==> src/rtl/bgdp_consts.svh <==
// Offsets-free constants: timing figures and derived cycle counts for the gate supervisor.
`ifndef BGDP_CONSTS_SVH
`define BGDP_CONSTS_SVH
`define BGDP_CLK_MHZ          20
`define BGDP_BLANK_NS         2000
`define BGDP_BLANK_CYC        ((`BGDP_BLANK_NS * `BGDP_CLK_MHZ + 999) / 1000)
`define BGDP_HDEG_NS          20000
`define BGDP_HDEG_CYC         ((`BGDP_HDEG_NS * `BGDP_CLK_MHZ + 999) / 1000)
`define BGDP_VDS_DEG_NS       4500
`define BGDP_VDS_DEG_CYC      ((`BGDP_VDS_DEG_NS * `BGDP_CLK_MHZ + 999) / 1000)
`define BGDP_SEN_DEG_NS       4000
`define BGDP_SEN_DEG_CYC      ((`BGDP_SEN_DEG_NS * `BGDP_CLK_MHZ + 999) / 1000)
`define BGDP_RETRY_US         4000
`define BGDP_RETRY_CYC        (`BGDP_RETRY_US * `BGDP_CLK_MHZ)
`define BGDP_SLEEP_US         1000
`define BGDP_SLEEP_CYC        (`BGDP_SLEEP_US * `BGDP_CLK_MHZ)
`define BGDP_WAKE_US          1000
`define BGDP_WAKE_CYC         (`BGDP_WAKE_US * `BGDP_CLK_MHZ)
`define BGDP_RST_MIN_NS       15000
`define BGDP_RST_MIN_CYC      ((`BGDP_RST_MIN_NS * `BGDP_CLK_MHZ + 999) / 1000)
`define BGDP_RST_MAX_NS       40000
`define BGDP_RST_MAX_CYC      ((`BGDP_RST_MAX_NS * `BGDP_CLK_MHZ) / 1000)
`define BGDP_TDRIVE_NS        4000
`define BGDP_TDRIVE_CYC       ((`BGDP_TDRIVE_NS * `BGDP_CLK_MHZ) / 1000)
`define BGDP_SEL_LEVELS       7
`define BGDP_VDS_OFF_CODE     3'h6
`endif

==> src/rtl/bgdp_pkg.sv <==
// Types shared by the gate supervisor: modes, fault inputs and state.
package bgdp_pkg;
    typedef enum logic [1:0] {BGDP_SLEEP, BGDP_WAKE, BGDP_RUN, BGDP_DOWN} bgdp_mode_e;
    typedef struct packed {
        logic supply_low;
        logic pump_low;
        logic ds_trip;
        logic sense_ocp;
        logic gate_stuck;
        logic hot;
    } bgdp_cmp_s;
    typedef struct packed {
        logic [2:0] gate_current;
        logic [2:0] ds_threshold;
    } bgdp_strap_s;
    typedef struct packed {
        bgdp_mode_e  mode;
        logic [19:0] mode_cnt;
        logic [19:0] en_low_cnt;
        logic        en_d;
        logic        pwm_d;
        logic        hs_cut;
        logic [6:0]  blank_cnt;
        logic [2:0]  hall;
        logic [8:0]  hall_cnt0;
        logic [8:0]  hall_cnt1;
        logic [8:0]  hall_cnt2;
        logic        speed;
        logic [6:0]  ds_cnt;
        logic [6:0]  sen_cnt;
        logic        retry;
        logic [16:0] retry_cnt;
        logic        gate_latched;
        logic [6:0]  drive_cnt;
        bgdp_strap_s strap;
    } bgdp_state_s;
endpackage

==> src/rtl/bgdp_supervisor.sv <==
// Gate-driver supervision: current limit, Hall deglitch, faults, sleep and strap latching.
`timescale 1ns/100ps
`default_nettype none
`include "bgdp_consts.svh"
module bgdp_supervisor #(
    parameter int RETRY_CYC = `BGDP_RETRY_CYC,
    parameter int SLEEP_CYC = `BGDP_SLEEP_CYC,
    parameter int WAKE_CYC  = `BGDP_WAKE_CYC
) (
    // Clock, reset and enable.
    input  wire logic                  clk_sys,
    input  wire logic                  resetn,
    input  wire logic                  clk_en,
    // Controller pins.
    input  wire logic                  enable,
    input  wire logic                  pwm,
    // Analog comparator results, Hall inputs and strap settings.
    input  wire logic                  sense_limit,
    input  wire logic [2:0]            hall_in,
    input  wire bgdp_pkg::bgdp_cmp_s   cmp,
    input  wire bgdp_pkg::bgdp_strap_s strap_in,
    // Driver commands.
    output logic                       high_gate_out,
    output logic                       low_gate_out,
    output logic                       drivers_hiz,
    output logic                       gate_pulldown,
    output logic                       pump_on,
    output logic                       regulators_on,
    output logic [2:0]                 gate_current_select,
    output logic [2:0]                 drain_source_threshold_select,
    output logic                       drive_strong,
    // Open-drain status pins, enable low means pulling low.
    output logic                       fault_out_low_o,
    output logic                       fault_out_low_oe_n,
    output logic                       hall_speed_out_o,
    output logic                       hall_speed_out_oe_n
);
    import bgdp_pkg::*;

    bgdp_state_s st;
    bgdp_state_s next_st;

    logic pwm_rise;
    logic en_fall;
    logic en_rise;
    logic rst_pulse;
    logic ds_enabled;
    logic auto_block;
    logic run_ok;
    logic hs_on;
    logic fault_any;

    // Edge terms and fault summary shared by the next-state logic and the outputs.
    always_comb begin
        pwm_rise   = pwm & ~st.pwm_d;
        en_fall    = ~enable & st.en_d;
        en_rise    = enable & ~st.en_d;
        rst_pulse  = en_rise && st.mode == BGDP_RUN
                     && st.en_low_cnt >= 20'(`BGDP_RST_MIN_CYC);
        ds_enabled = st.strap.ds_threshold != `BGDP_VDS_OFF_CODE;
        auto_block = cmp.supply_low | cmp.pump_low | cmp.hot;
        run_ok     = st.mode == BGDP_RUN && enable && !auto_block && !st.retry
                     && !st.gate_latched;
        hs_on      = run_ok && pwm && !st.hs_cut;
        fault_any  = auto_block | st.retry | st.gate_latched;
    end

    // One pass over the whole state; the struct is registered below.
    always_comb begin
        next_st       = st;
        next_st.en_d  = enable;
        next_st.pwm_d = pwm;
        // Mode sequencing through wake, run and the delayed sleep entry.
        unique case (st.mode)
            BGDP_SLEEP: begin
                if (enable && !cmp.supply_low) begin
                    next_st.mode     = BGDP_WAKE;
                    next_st.mode_cnt = '0;
                end
            end
            BGDP_WAKE: begin
                next_st.strap    = strap_in;
                next_st.mode_cnt = st.mode_cnt + 20'h00001;
                if (!enable) begin
                    next_st.mode = BGDP_SLEEP;
                end else if (st.mode_cnt >= 20'(WAKE_CYC - 1)) begin
                    next_st.mode = BGDP_RUN;
                end
            end
            BGDP_RUN: begin
                if (!enable && st.en_low_cnt >= 20'(`BGDP_RST_MAX_CYC)) begin
                    next_st.mode     = BGDP_DOWN;
                    next_st.mode_cnt = 20'(`BGDP_RST_MAX_CYC);
                end
            end
            BGDP_DOWN: begin
                next_st.mode_cnt = st.mode_cnt + 20'h00001;
                if (enable) begin
                    next_st.mode = BGDP_RUN;
                end else if (st.mode_cnt >= 20'(SLEEP_CYC - 1)) begin
                    next_st.mode = BGDP_SLEEP;
                end
            end
        endcase
        // Width of the enable low phase, used for reset pulse and shutdown.
        if (enable || en_fall) begin
            next_st.en_low_cnt = '0;
        end else if (st.en_low_cnt != 20'hfffff) begin
            next_st.en_low_cnt = st.en_low_cnt + 20'h00001;
        end
        // A short valid pulse clears the latched gate fault and nothing else.
        if (rst_pulse) begin
            next_st.gate_latched = 1'b0;
        end
        // Blanking after PWM activation, then cycle-by-cycle limit.
        if (pwm_rise) begin
            next_st.hs_cut    = 1'b0;
            next_st.blank_cnt = 7'(`BGDP_BLANK_CYC);
        end else begin
            if (st.blank_cnt != 7'h00) begin
                next_st.blank_cnt = st.blank_cnt - 7'h01;
            end else if (sense_limit && pwm) begin
                next_st.hs_cut = 1'b1;
            end
        end
        // Per-input Hall deglitch: accept an edge then lock the input out.
        if (st.hall_cnt0 != 9'h000) begin
            next_st.hall_cnt0 = st.hall_cnt0 - 9'h001;
        end else if (hall_in[0] != st.hall[0]) begin
            next_st.hall[0]   = hall_in[0];
            next_st.hall_cnt0 = 9'(`BGDP_HDEG_CYC);
        end
        if (st.hall_cnt1 != 9'h000) begin
            next_st.hall_cnt1 = st.hall_cnt1 - 9'h001;
        end else if (hall_in[1] != st.hall[1]) begin
            next_st.hall[1]   = hall_in[1];
            next_st.hall_cnt1 = 9'(`BGDP_HDEG_CYC);
        end
        if (st.hall_cnt2 != 9'h000) begin
            next_st.hall_cnt2 = st.hall_cnt2 - 9'h001;
        end else if (hall_in[2] != st.hall[2]) begin
            next_st.hall[2]   = hall_in[2];
            next_st.hall_cnt2 = 9'(`BGDP_HDEG_CYC);
        end
        // Speed feedback is the parity of the filtered Hall levels.
        next_st.speed = ^next_st.hall;
        // Overcurrent deglitch counters only run while switching is allowed.
        if (cmp.ds_trip && ds_enabled && run_ok) begin
            next_st.ds_cnt = st.ds_cnt + 7'h01;
        end else begin
            next_st.ds_cnt = '0;
        end
        if (cmp.sense_ocp && run_ok) begin
            next_st.sen_cnt = st.sen_cnt + 7'h01;
        end else begin
            next_st.sen_cnt = '0;
        end
        // Timed retry after either overcurrent event.
        if (st.retry) begin
            next_st.retry_cnt = st.retry_cnt + 17'h00001;
            if (st.retry_cnt >= 17'(RETRY_CYC - 1)) begin
                next_st.retry = 1'b0;
            end
        end else if (st.ds_cnt >= 7'(`BGDP_VDS_DEG_CYC)
                     || st.sen_cnt >= 7'(`BGDP_SEN_DEG_CYC)) begin
            next_st.retry     = 1'b1;
            next_st.retry_cnt = '0;
        end
        // Drive period after each gate command; a new PWM edge restarts it.
        if (pwm_rise || (pwm != st.pwm_d)) begin
            next_st.drive_cnt = 7'(`BGDP_TDRIVE_CYC);
        end else if (st.drive_cnt != 7'h00) begin
            next_st.drive_cnt = st.drive_cnt - 7'h01;
            if (st.drive_cnt == 7'h01 && cmp.gate_stuck && run_ok) begin
                next_st.gate_latched = 1'b1;
            end
        end
        if (st.mode == BGDP_SLEEP) begin
            next_st.gate_latched = 1'b0;
            next_st.retry        = 1'b0;
        end
    end

    // State register; clock enable freezes everything.
    always_ff @(posedge clk_sys or negedge resetn) begin
        if (!resetn) begin
            st <= '0;
        end else if (clk_en) begin
            st <= next_st;
        end
    end

    // Driver and status outputs decoded from the registered state and the live pin and comparator inputs.
    always_comb begin
        high_gate_out       = hs_on;
        low_gate_out        = run_ok && (!pwm || st.hs_cut);
        drivers_hiz         = !run_ok;
        gate_pulldown       = st.mode == BGDP_SLEEP || cmp.supply_low;
        pump_on             = st.mode != BGDP_SLEEP && !cmp.supply_low && !cmp.hot;
        regulators_on       = st.mode != BGDP_SLEEP;
        gate_current_select = st.strap.gate_current;
        drain_source_threshold_select = st.strap.ds_threshold;
        drive_strong        = st.drive_cnt != 7'h00;
        fault_out_low_o     = 1'b0;
        fault_out_low_oe_n  = !(fault_any || st.mode == BGDP_WAKE
                                || st.mode == BGDP_DOWN);
        hall_speed_out_o    = 1'b0;
        hall_speed_out_oe_n = st.speed;
    end

    // Properties guarding the main behaviour.
    property p_limit_cut;
        @(posedge clk_sys) disable iff (!resetn)
        clk_en && st.hs_cut && !pwm_rise |=> st.hs_cut && !high_gate_out;
    endproperty
    a_limit_cut: assert property (p_limit_cut) else $error("high side on while limited");
    property p_sync_rect;
        @(posedge clk_sys) disable iff (!resetn)
        run_ok && st.hs_cut |-> low_gate_out;
    endproperty
    a_sync_rect: assert property (p_sync_rect) else $error("low side off during limit");
    property p_blank;
        @(posedge clk_sys) disable iff (!resetn)
        clk_en && pwm_rise |=> !st.hs_cut && st.blank_cnt == 7'(`BGDP_BLANK_CYC);
    endproperty
    a_blank: assert property (p_blank) else $error("limit set inside blanking");
    property p_blank_hold;
        @(posedge clk_sys) disable iff (!resetn)
        clk_en && st.blank_cnt != 7'h00 && !st.hs_cut |=> !st.hs_cut;
    endproperty
    a_blank_hold: assert property (p_blank_hold) else $error("limit taken while blanked");
    property p_hall_hold;
        @(posedge clk_sys) disable iff (!resetn)
        clk_en && st.hall_cnt0 != 9'h000 |=> $stable(st.hall[0]);
    endproperty
    a_hall_hold: assert property (p_hall_hold) else $error("hall edge inside deglitch");
    property p_auto_fault;
        @(posedge clk_sys) disable iff (!resetn)
        auto_block |-> drivers_hiz && !fault_out_low_oe_n;
    endproperty
    a_auto_fault: assert property (p_auto_fault) else $error("auto fault not reported");
    property p_retry_hiz;
        @(posedge clk_sys) disable iff (!resetn)
        st.retry |-> !high_gate_out && !low_gate_out && !fault_out_low_oe_n;
    endproperty
    a_retry_hiz: assert property (p_retry_hiz) else $error("drivers active during retry");
    property p_latch_hold;
        @(posedge clk_sys) disable iff (!resetn)
        clk_en && st.gate_latched && !rst_pulse && st.mode != BGDP_SLEEP |=> st.gate_latched;
    endproperty
    a_latch_hold: assert property (p_latch_hold) else $error("latched fault lost");
    property p_pulldown;
        @(posedge clk_sys) disable iff (!resetn)
        st.mode == BGDP_SLEEP |-> gate_pulldown && !pump_on && !regulators_on;
    endproperty
    a_pulldown: assert property (p_pulldown) else $error("sleep outputs wrong");
    property p_strap_frozen;
        @(posedge clk_sys) disable iff (!resetn)
        st.mode == BGDP_RUN && clk_en |=> $stable(st.strap);
    endproperty
    a_strap_frozen: assert property (p_strap_frozen) else $error("strap changed in run");
    // Speed, fault, timing and mode properties; each one guards a single rule of the list.
    property p_speed_parity;
        @(posedge clk_sys) disable iff (!resetn)
        1'b1 |-> (hall_speed_out_oe_n == (^st.hall)) && !hall_speed_out_o;
    endproperty
    a_speed_parity: assert property (p_speed_parity) else $error("speed output wrong");
    property p_pump_fault;
        @(posedge clk_sys) disable iff (!resetn)
        cmp.pump_low |-> drivers_hiz && !fault_out_low_oe_n
                         && (st.mode == BGDP_SLEEP || regulators_on);
    endproperty
    a_pump_fault: assert property (p_pump_fault) else $error("pump fault not handled");
    property p_ds_off;
        @(posedge clk_sys) disable iff (!resetn)
        clk_en && !ds_enabled |=> st.ds_cnt == 7'h00;
    endproperty
    a_ds_off: assert property (p_ds_off) else $error("disabled trip still counted");
    property p_retry_time;
        @(posedge clk_sys) disable iff (!resetn)
        clk_en && st.retry && st.mode != BGDP_SLEEP
        && st.retry_cnt < 17'(RETRY_CYC - 1) |=> st.retry;
    endproperty
    a_retry_time: assert property (p_retry_time) else $error("retry ended early");
    property p_gate_fault;
        @(posedge clk_sys) disable iff (!resetn)
        clk_en && st.drive_cnt == 7'h01 && pwm == st.pwm_d && cmp.gate_stuck && run_ok
        |=> st.gate_latched && !fault_out_low_oe_n;
    endproperty
    a_gate_fault: assert property (p_gate_fault) else $error("gate fault missed");
    property p_hot;
        @(posedge clk_sys) disable iff (!resetn)
        cmp.hot |-> !pump_on && drivers_hiz && !fault_out_low_oe_n;
    endproperty
    a_hot: assert property (p_hot) else $error("thermal fault not handled");
    property p_shutdown;
        @(posedge clk_sys) disable iff (!resetn)
        clk_en && st.mode == BGDP_RUN && !enable
        && st.en_low_cnt >= 20'(`BGDP_RST_MAX_CYC) |=> st.mode == BGDP_DOWN;
    endproperty
    a_shutdown: assert property (p_shutdown) else $error("long enable low ignored");
    property p_sleep_entry;
        @(posedge clk_sys) disable iff (!resetn)
        clk_en && st.mode == BGDP_DOWN && !enable
        && st.mode_cnt >= 20'(SLEEP_CYC - 1) |=> st.mode == BGDP_SLEEP;
    endproperty
    a_sleep_entry: assert property (p_sleep_entry) else $error("sleep entry late");
    property p_wake_time;
        @(posedge clk_sys) disable iff (!resetn)
        clk_en && st.mode == BGDP_WAKE && enable
        && st.mode_cnt >= 20'(WAKE_CYC - 1) |=> st.mode == BGDP_RUN;
    endproperty
    a_wake_time: assert property (p_wake_time) else $error("fault held past wake");
    property p_run_regs;
        @(posedge clk_sys) disable iff (!resetn)
        st.mode == BGDP_RUN |-> regulators_on && (pump_on || cmp.supply_low || cmp.hot);
    endproperty
    a_run_regs: assert property (p_run_regs) else $error("regulators off in run");
    property p_drive_restart;
        @(posedge clk_sys) disable iff (!resetn)
        clk_en && pwm != st.pwm_d |=> st.drive_cnt == 7'(`BGDP_TDRIVE_CYC);
    endproperty
    a_drive_restart: assert property (p_drive_restart) else $error("drive period not restarted");
    c_limit: cover property (@(posedge clk_sys) disable iff (!resetn) st.hs_cut && pwm);
    c_retry: cover property (@(posedge clk_sys) disable iff (!resetn) st.retry);
    c_reset_pulse: cover property (@(posedge clk_sys) disable iff (!resetn) rst_pulse);
    c_sleep: cover property (@(posedge clk_sys) disable iff (!resetn)
        st.mode == BGDP_DOWN ##1 st.mode == BGDP_SLEEP);
endmodule
`default_nettype wire

==> config.mk <==
export PLATFORM = sky130hd
export DESIGN_NAME = bgdp_supervisor
export DESIGN_NICKNAME = d
export VERILOG_FILES = /design/src/rtl/bgdp_pkg.sv /design/src/rtl/bgdp_supervisor.sv
export VERILOG_INCLUDE_DIRS = /design/src /design/src/rtl
export SDC_FILE = /design/constraint.sdc
export NUM_CORES = 1
export LEC_CHECK = 0
export ABC_AREA = 1
export BUFFER_PORTS_ARGS = -buffer_cell sky130_fd_sc_hd__buf_2
export CAP_MARGIN = 20
export CORE_ASPECT_RATIO = 1.1
export CORE_MARGIN = 2
export CORE_UTILIZATION = 62
export CTS_BUF_LIST = sky130_fd_sc_hd__clkbuf_4
export DETAILED_ROUTE_END_ITERATION = 10
export GPL_ROUTABILITY_DRIVEN = 0
export MAX_ROUTING_LAYER = met4
export PLACE_DENSITY = 0.91
export SYNTH_ARGS = -nofsm -noshare
export SYNTH_HDL_FRONTEND = slang
export SYNTH_SLANG_ARGS = --single-unit
==> constraint.sdc <==
create_clock -name clk_sys -period 2.04 [get_ports clk_sys]
set_input_delay 0.408 -clock clk_sys [delete_from_list [all_inputs] [get_ports clk_sys]]
set_output_delay 0.408 -clock clk_sys [all_outputs]
set_load 0.005 [all_outputs]
## Yosys cells after proc, flatten, opt, wreduce, memory -nomap -nowiden

Cells that the tools add are included.

| storage, ports and cells | value |
|---|---|
| register bits | 129 |
| input port bits | 21 |

| cells by class | value |
|---|---|
| add/subtract/negate cells | 10 |
| magnitude comparators | 6 |
| eq/ne operators | 15 |
| multiplexer cells | 36 |
| bitwise gates (word level) | 10 |
| reduce and logical (&&, ||, !) cells | 63 |

Operators by type and width:

| kind | count |
|---|---|
| $pmux W22 S4 | 1 |
| $mux W9 | 5 |
| $mux W22 | 2 |
| $add A20 B1 Y20 const B | 2 |
| $mux W20 | 2 |
| $mux W18 | 2 |
| $mux W7 | 4 |
| $reduce_bool A9 Y1 | 3 |
| $sub A9 B1 Y9 const B | 3 |
| $ge A20 B10 Y1 const B | 1 |
| $ge A20 B15 Y1 const B | 1 |
| $ge A20 B9 Y1 const B | 1 |
| $ne A20 B20 Y1 const B | 1 |
| $logic_and A1 B1 Y1 | 19 |
| $reduce_bool A2 Y1 | 9 |
| $add A17 B1 Y17 const B | 1 |
| $ge A17 B17 Y1 const B | 1 |
| $mux W8 | 2 |
| $reduce_and A2 Y1 | 8 |
| $add A7 B1 Y7 const B | 2 |
| $ge A7 B7 Y1 const B | 2 |
| $reduce_bool A7 Y1 | 2 |
| $sub A7 B1 Y7 const B | 2 |
| $mux W1 | 13 |
| 18 further kinds | 51 |

## Longest topological paths before layout

| logic depth | value |
|---|---|
| word-level depth | 11 |
| gate-level depth with buffers | 11 |
| gate-level depth less buffers | 11 |

## Worst setup path after synthesis

No wires, ideal clock.

| timing | value |
|---|---|
| path kind | register to register |
| start point | register st[87] (netlist name) |
| end point | register st[99] (netlist name) |
| library setup time | 0.120 ns |
| arrival | 1.482 ns |
| required time | 1.920 ns |
| path slack | 0.438 ns |
| cell stages (with the launch flop) | 9 |
| clock period less this slack | 1.602 ns |
| path through | dfrtp_1 > ha_1 > nand3_2 > nor3_2 > a21oi_2 > buf_6 > buf_12 > nand4_2 > o21ai_2 |

| between the ends | value |
|---|---|
| longest elaborated chain between the ends | 3 |
| elaborated cells on any way between the ends | 6 |

RTL lines:

| item | line | source |
|---|---|---|
| from (decl) | bgdp_supervisor.sv:40 | `bgdp_state_s st;` |
| from (signal assigned) | bgdp_supervisor.sv:189 | `st <= next_st;` |
| $add A20 B1 Y20 or $ne A20 B20 Y1 (tied branches) | bgdp_supervisor.sv:109, bgdp_supervisor.sv:108 |  |
| $mux W20 or $reduce_bool A2 Y1 (tied branches) | n/a |  |
| $mux W20 or $reduce_and A2 Y1 (tied branches) | n/a |  |

Several ways; a longest one is shown, not always the timed one. The select of a mux whose other input is x is not followed.
A chain may end at the register's enable or synchronous reset.

## Final worst setup path

| timing | value |
|---|---|
| start point | register st[127] (netlist name) |
| end point | output port low_gate_out |

| between the ends | value |
|---|---|
| longest elaborated chain between the ends | 6 |

RTL lines:

| item | line | source |
|---|---|---|
| $eq A2 B2 Y1 | bgdp_supervisor.sv:62 | `run_ok = st.mode == BGDP_RUN && enable && !auto_block && !st.retry` |
| $logic_and A1 B1 Y1 (3 in series) | bgdp_supervisor.sv:62 |  |
| $logic_and A1 B1 Y1 | bgdp_supervisor.sv:63 | `&& !st.gate_latched;` |
| $logic_and A1 B1 Y1 | bgdp_supervisor.sv:196 | `low_gate_out = run_ok && (!pwm \|\| st.hs_cut);` |
| to (decl) | bgdp_supervisor.sv:24 | `output logic low_gate_out,` |

No other way between the ends.

==> insert_results.sql <==
INSERT INTO impl_metrics (metric_group, metric, value, unit) VALUES
('route', 'met3WireLength', '940', 'um'),
('clocking', 'cts_tree', 'built', ''),
('job', 'number_of_maximum_capacitance_constraint_violations', '0', ''),
('place', 'dp_slack', '270', 'ps'),
('place', 'numPlacedInstances', '1264', ''),
('grt', 'grt_pass1_vias', '6896', ''),
('worst_setup_path', 'cells_along_the_critical_path', 'inv_2, nand2_2, nor2_4, inv_2, nor2_4, inv_4, a21oi_2, buf_2', ''),
('sta', 'worst_slack', '-46.5', 'ps'),
('clocking', 'cts_sinks', '129', ''),
('yosys', 'yosys.area.top_type', 'sky130_fd_sc_hd__dfrtp_1', ''),
('finish', 'layout.cell_area.non_filler', '8820', 'um^2'),
('sta', 'clock_skew', '17.6', 'ps'),
('place', 'dp_hpwl', '12500', 'um'),
('finish', 'design.final.nets', '1183', ''),
('yosys', 'ys_types', '48', ''),
('min_path', 'hold_path_depth', '2', ''),
('sta', 'finalHoldViolCount', '0', ''),
('status', 'run_status', 'finished with violations', ''),
('die', 'initial_utilization', '63.2', '%'),
('yosys', 'post-synth-top-count-cell', 'sky130_fd_sc_hd__nand2_1', ''),
('die', 'fp.dieArea', '13800', 'um^2'),
('die', 'boundaryPins', '38', ''),
('route', 'drtIter0Drc', '752', ''),
('yosys', 'yosysWarningCount', '0', ''),
('worst_setup_path', 'slowest_delay', '410', 'ps'),
('sta', 'maximum_frequency_from_static_timing_analysis', '479', 'MHz'),
('finish', 'drive_above_1_share', '15.7', '%'),
('worst_setup_path', 'timing_worst_setup_path_type', 'register to primary output', ''),
('yosys', 'synth_area_per_cell', '7.31', 'um^2'),
('place', 'io_buffers', '35', ''),
('status', 'failing_checks', 'setup timing', ''),
('clocking', 'ctsLongestPathBuffers', '2', ''),
('sta', 'rsz_0062_raised_after_global_routing', 'yes', ''),
('die', 'core.rowCount', '43', ''),
('grt', 'grt_max_degree', '45', ''),
('yosys', 'synth_top_cells_by_count', 'sky130_fd_sc_hd__nand2_1, sky130_fd_sc_hd__nor2_1, sky130_fd_sc_hd__dfrtp_1', ''),
('yosys', 'post_synth_top_area_share', '40.6', '%'),
('worst_setup_path', 'data_required_time_at_the_worst_endpoint', '1630', 'ps'),
('yosys', 'synth-edff-count', '0', ''),
('yosys', 'ys_ff_latch', '129', ''),
('finish', 'nFillCells', '936', ''),
('die', 'core_area', '12600', 'um^2'),
('finish', 'syn2layout_area_growth', '10.8', '%'),
('power_and_ir_drop', 'finalPower', '8.49', 'mW'),
('yosys', 'synth-main-ff-cell', 'sky130_fd_sc_hd__dfrtp_1', ''),
('die', 'die_height', '123', 'um'),
('worst_setup_path', 'crit_path_end_kind', 'primary output', ''),
('grt', 'globalRouteTotalUtil', '27.8', '%'),
('route', 'drt_antenna_net_count', '0', ''),
('clocking', 'worstSkewPairLatency', '580', 'ps'),
('clocking', 'clk_pin_slew', '120', 'ps'),
('sta', 'setup-violations-final', '2', ''),
('worst_setup_path', 'crit_family', 'flip-flops', ''),
('clocking', 'cts-root-buf', 'sky130_fd_sc_hd__clkbuf_4', ''),
('route', 'top_layer_used', 'met4', ''),
('power_and_ir_drop', 'leakagePower', '4.15', 'nW'),
('power_and_ir_drop', 'pwr_density_cell', '963', 'nW/um^2'),
('route', 'wl_met2', '8970', 'um'),
('yosys', 'synth_cells', '1089', ''),
('grt', 'wire_length_of_the_first_global_routing_pass', '30300', 'um'),
('worst_setup_path', 'timing.critical_path.buf_inv', '4', ''),
('grt', 'grt_antenna_before_repair', '0', ''),
('worst_setup_path', 'worstSetupPathDepth', '8', ''),
('die', 'die_x', '112', 'um'),
('route', 'routed_wl', '18300', 'um'),
('worst_setup_path', 'critical_path.max_fanout', '4', ''),
('yosys', 'async_flop_share', '100', '%'),
('sta', 'tmin_final', '2090', 'ps'),
('route', 'drt_first_pass_iters', '5', ''),
('place', 'placed_cell_area', '8270', 'um^2'),
('worst_setup_path', 'worst_setup_path_start_kind', 'register', '');
[timing repair]
action / in CTS / in global routing
endpoints found under the setup margin: 4 / 4
buffers inserted: 13 / 6
gates cloned: 0 / 0
pin swaps: 3 / 5
endpoints found under the hold margin: 41 / 0
hold buffers: 1 / 0
resized for setup: 13 / 9
[state kept, by name (all words and copies together) (netlist names), named ones only]
name,flops
st,121
hall_speed_out_oe_n,1
drain_source_threshold_select,3
gate_current_select,3
[report_power, final]
group          total, mW  switching (mW)  internal [mW]  leakage (nW)
Clock               1.98            1.02          0.962         0.164
Combinational       2.93            1.76           1.17          2.31
Sequential          3.58           0.477           3.10          1.67
[logic make-up (layout without fill, tap and decap cells)]
family / count (synthesis) / in the layout / synth area share [%]
flip-flops: 129 / 129 / 40.6
AND/OR/NAND/NOR: 617 / 617 / 34.2
buffers and inverters: 157 / 226 / 8.71
multiplexers: 6 / 6 / 0.849
adder cells (fa/ha/maj): 16 / 16 / 2.52
AO/OA/AOI/OAI: 128 / 128 / 9.25
other: 1 / 2 / 0.0471
XOR/XNOR: 35 / 35 / 3.85
[final cells by class]
cell class	count	area, um^2	share of cell area [%]
multi-input cells	804	4100	46.5
flip-flops and latches	129	3230	36.6
repair buffers	68	500	5.68
inverters	126	475	5.39
well taps	157	196	2.23
clock inverters	15	191	2.17
clock buffers	17	128	1.45
[path summary, 6_finish.rpt]
path                                   from                      to  slack (ps)
worst max-delay path                st[127]            low_gate_out         -50
worst min-delay path            strap_in[3]  gate_current_select[0]          50
worst max register to register      st[127]                 st[116]         220
worst min register to register       st[73]                  st[73]         490
max in group asynchronous            resetn                  st[61]        1110
min in group asynchronous            resetn                  st[81]         310
[through the flow]
step	utilization, %	TNS, ps	hold WS, ps
2_1_floorplan	-	0	112
3_3_place_gp	65.7	0	354
3_5_place_dp	65.7	0	356
4_1_cts	69.4	-183	22.2
5_1_grt	70.0	-379	28.1
6_report	70.0	-84.8	54.7
[cells in the final DEF, fill, tap and decap left out, types with 7 or more instances in the layout]
cell	count
sky130_fd_sc_hd__inv_2	16
sky130_fd_sc_hd__inv_1	108
sky130_fd_sc_hd__o22ai_1	7
sky130_fd_sc_hd__nand4_1	32
sky130_fd_sc_hd__o21ai_2	10
sky130_fd_sc_hd__a21oi_1	18
sky130_fd_sc_hd__clkbuf_4	17
sky130_fd_sc_hd__nand3_1	92
sky130_fd_sc_hd__nor2_1	131
sky130_fd_sc_hd__nand2_1	289
sky130_fd_sc_hd__nand2_2	12
sky130_fd_sc_hd__o21ai_0	53
sky130_fd_sc_hd__buf_2	33
sky130_fd_sc_hd__xor2_1	30
sky130_fd_sc_hd__ha_1	15
sky130_fd_sc_hd__nor3_1	18
sky130_fd_sc_hd__dfrtp_1	129
sky130_fd_sc_hd__o21ai_1	25
sky130_fd_sc_hd__nor2_2	10
sky130_fd_sc_hd__buf_4	27
[per-layer routing]
layer | vias up | track usage (%)
li1 | 3634 | -
met3 | 55 | 5.78
met5 | - | -
met2 | 277 | 45.4
met1 | 3471 | 33.4
met4 | 0 | 13.3
(Power assumes the default switching activity.)
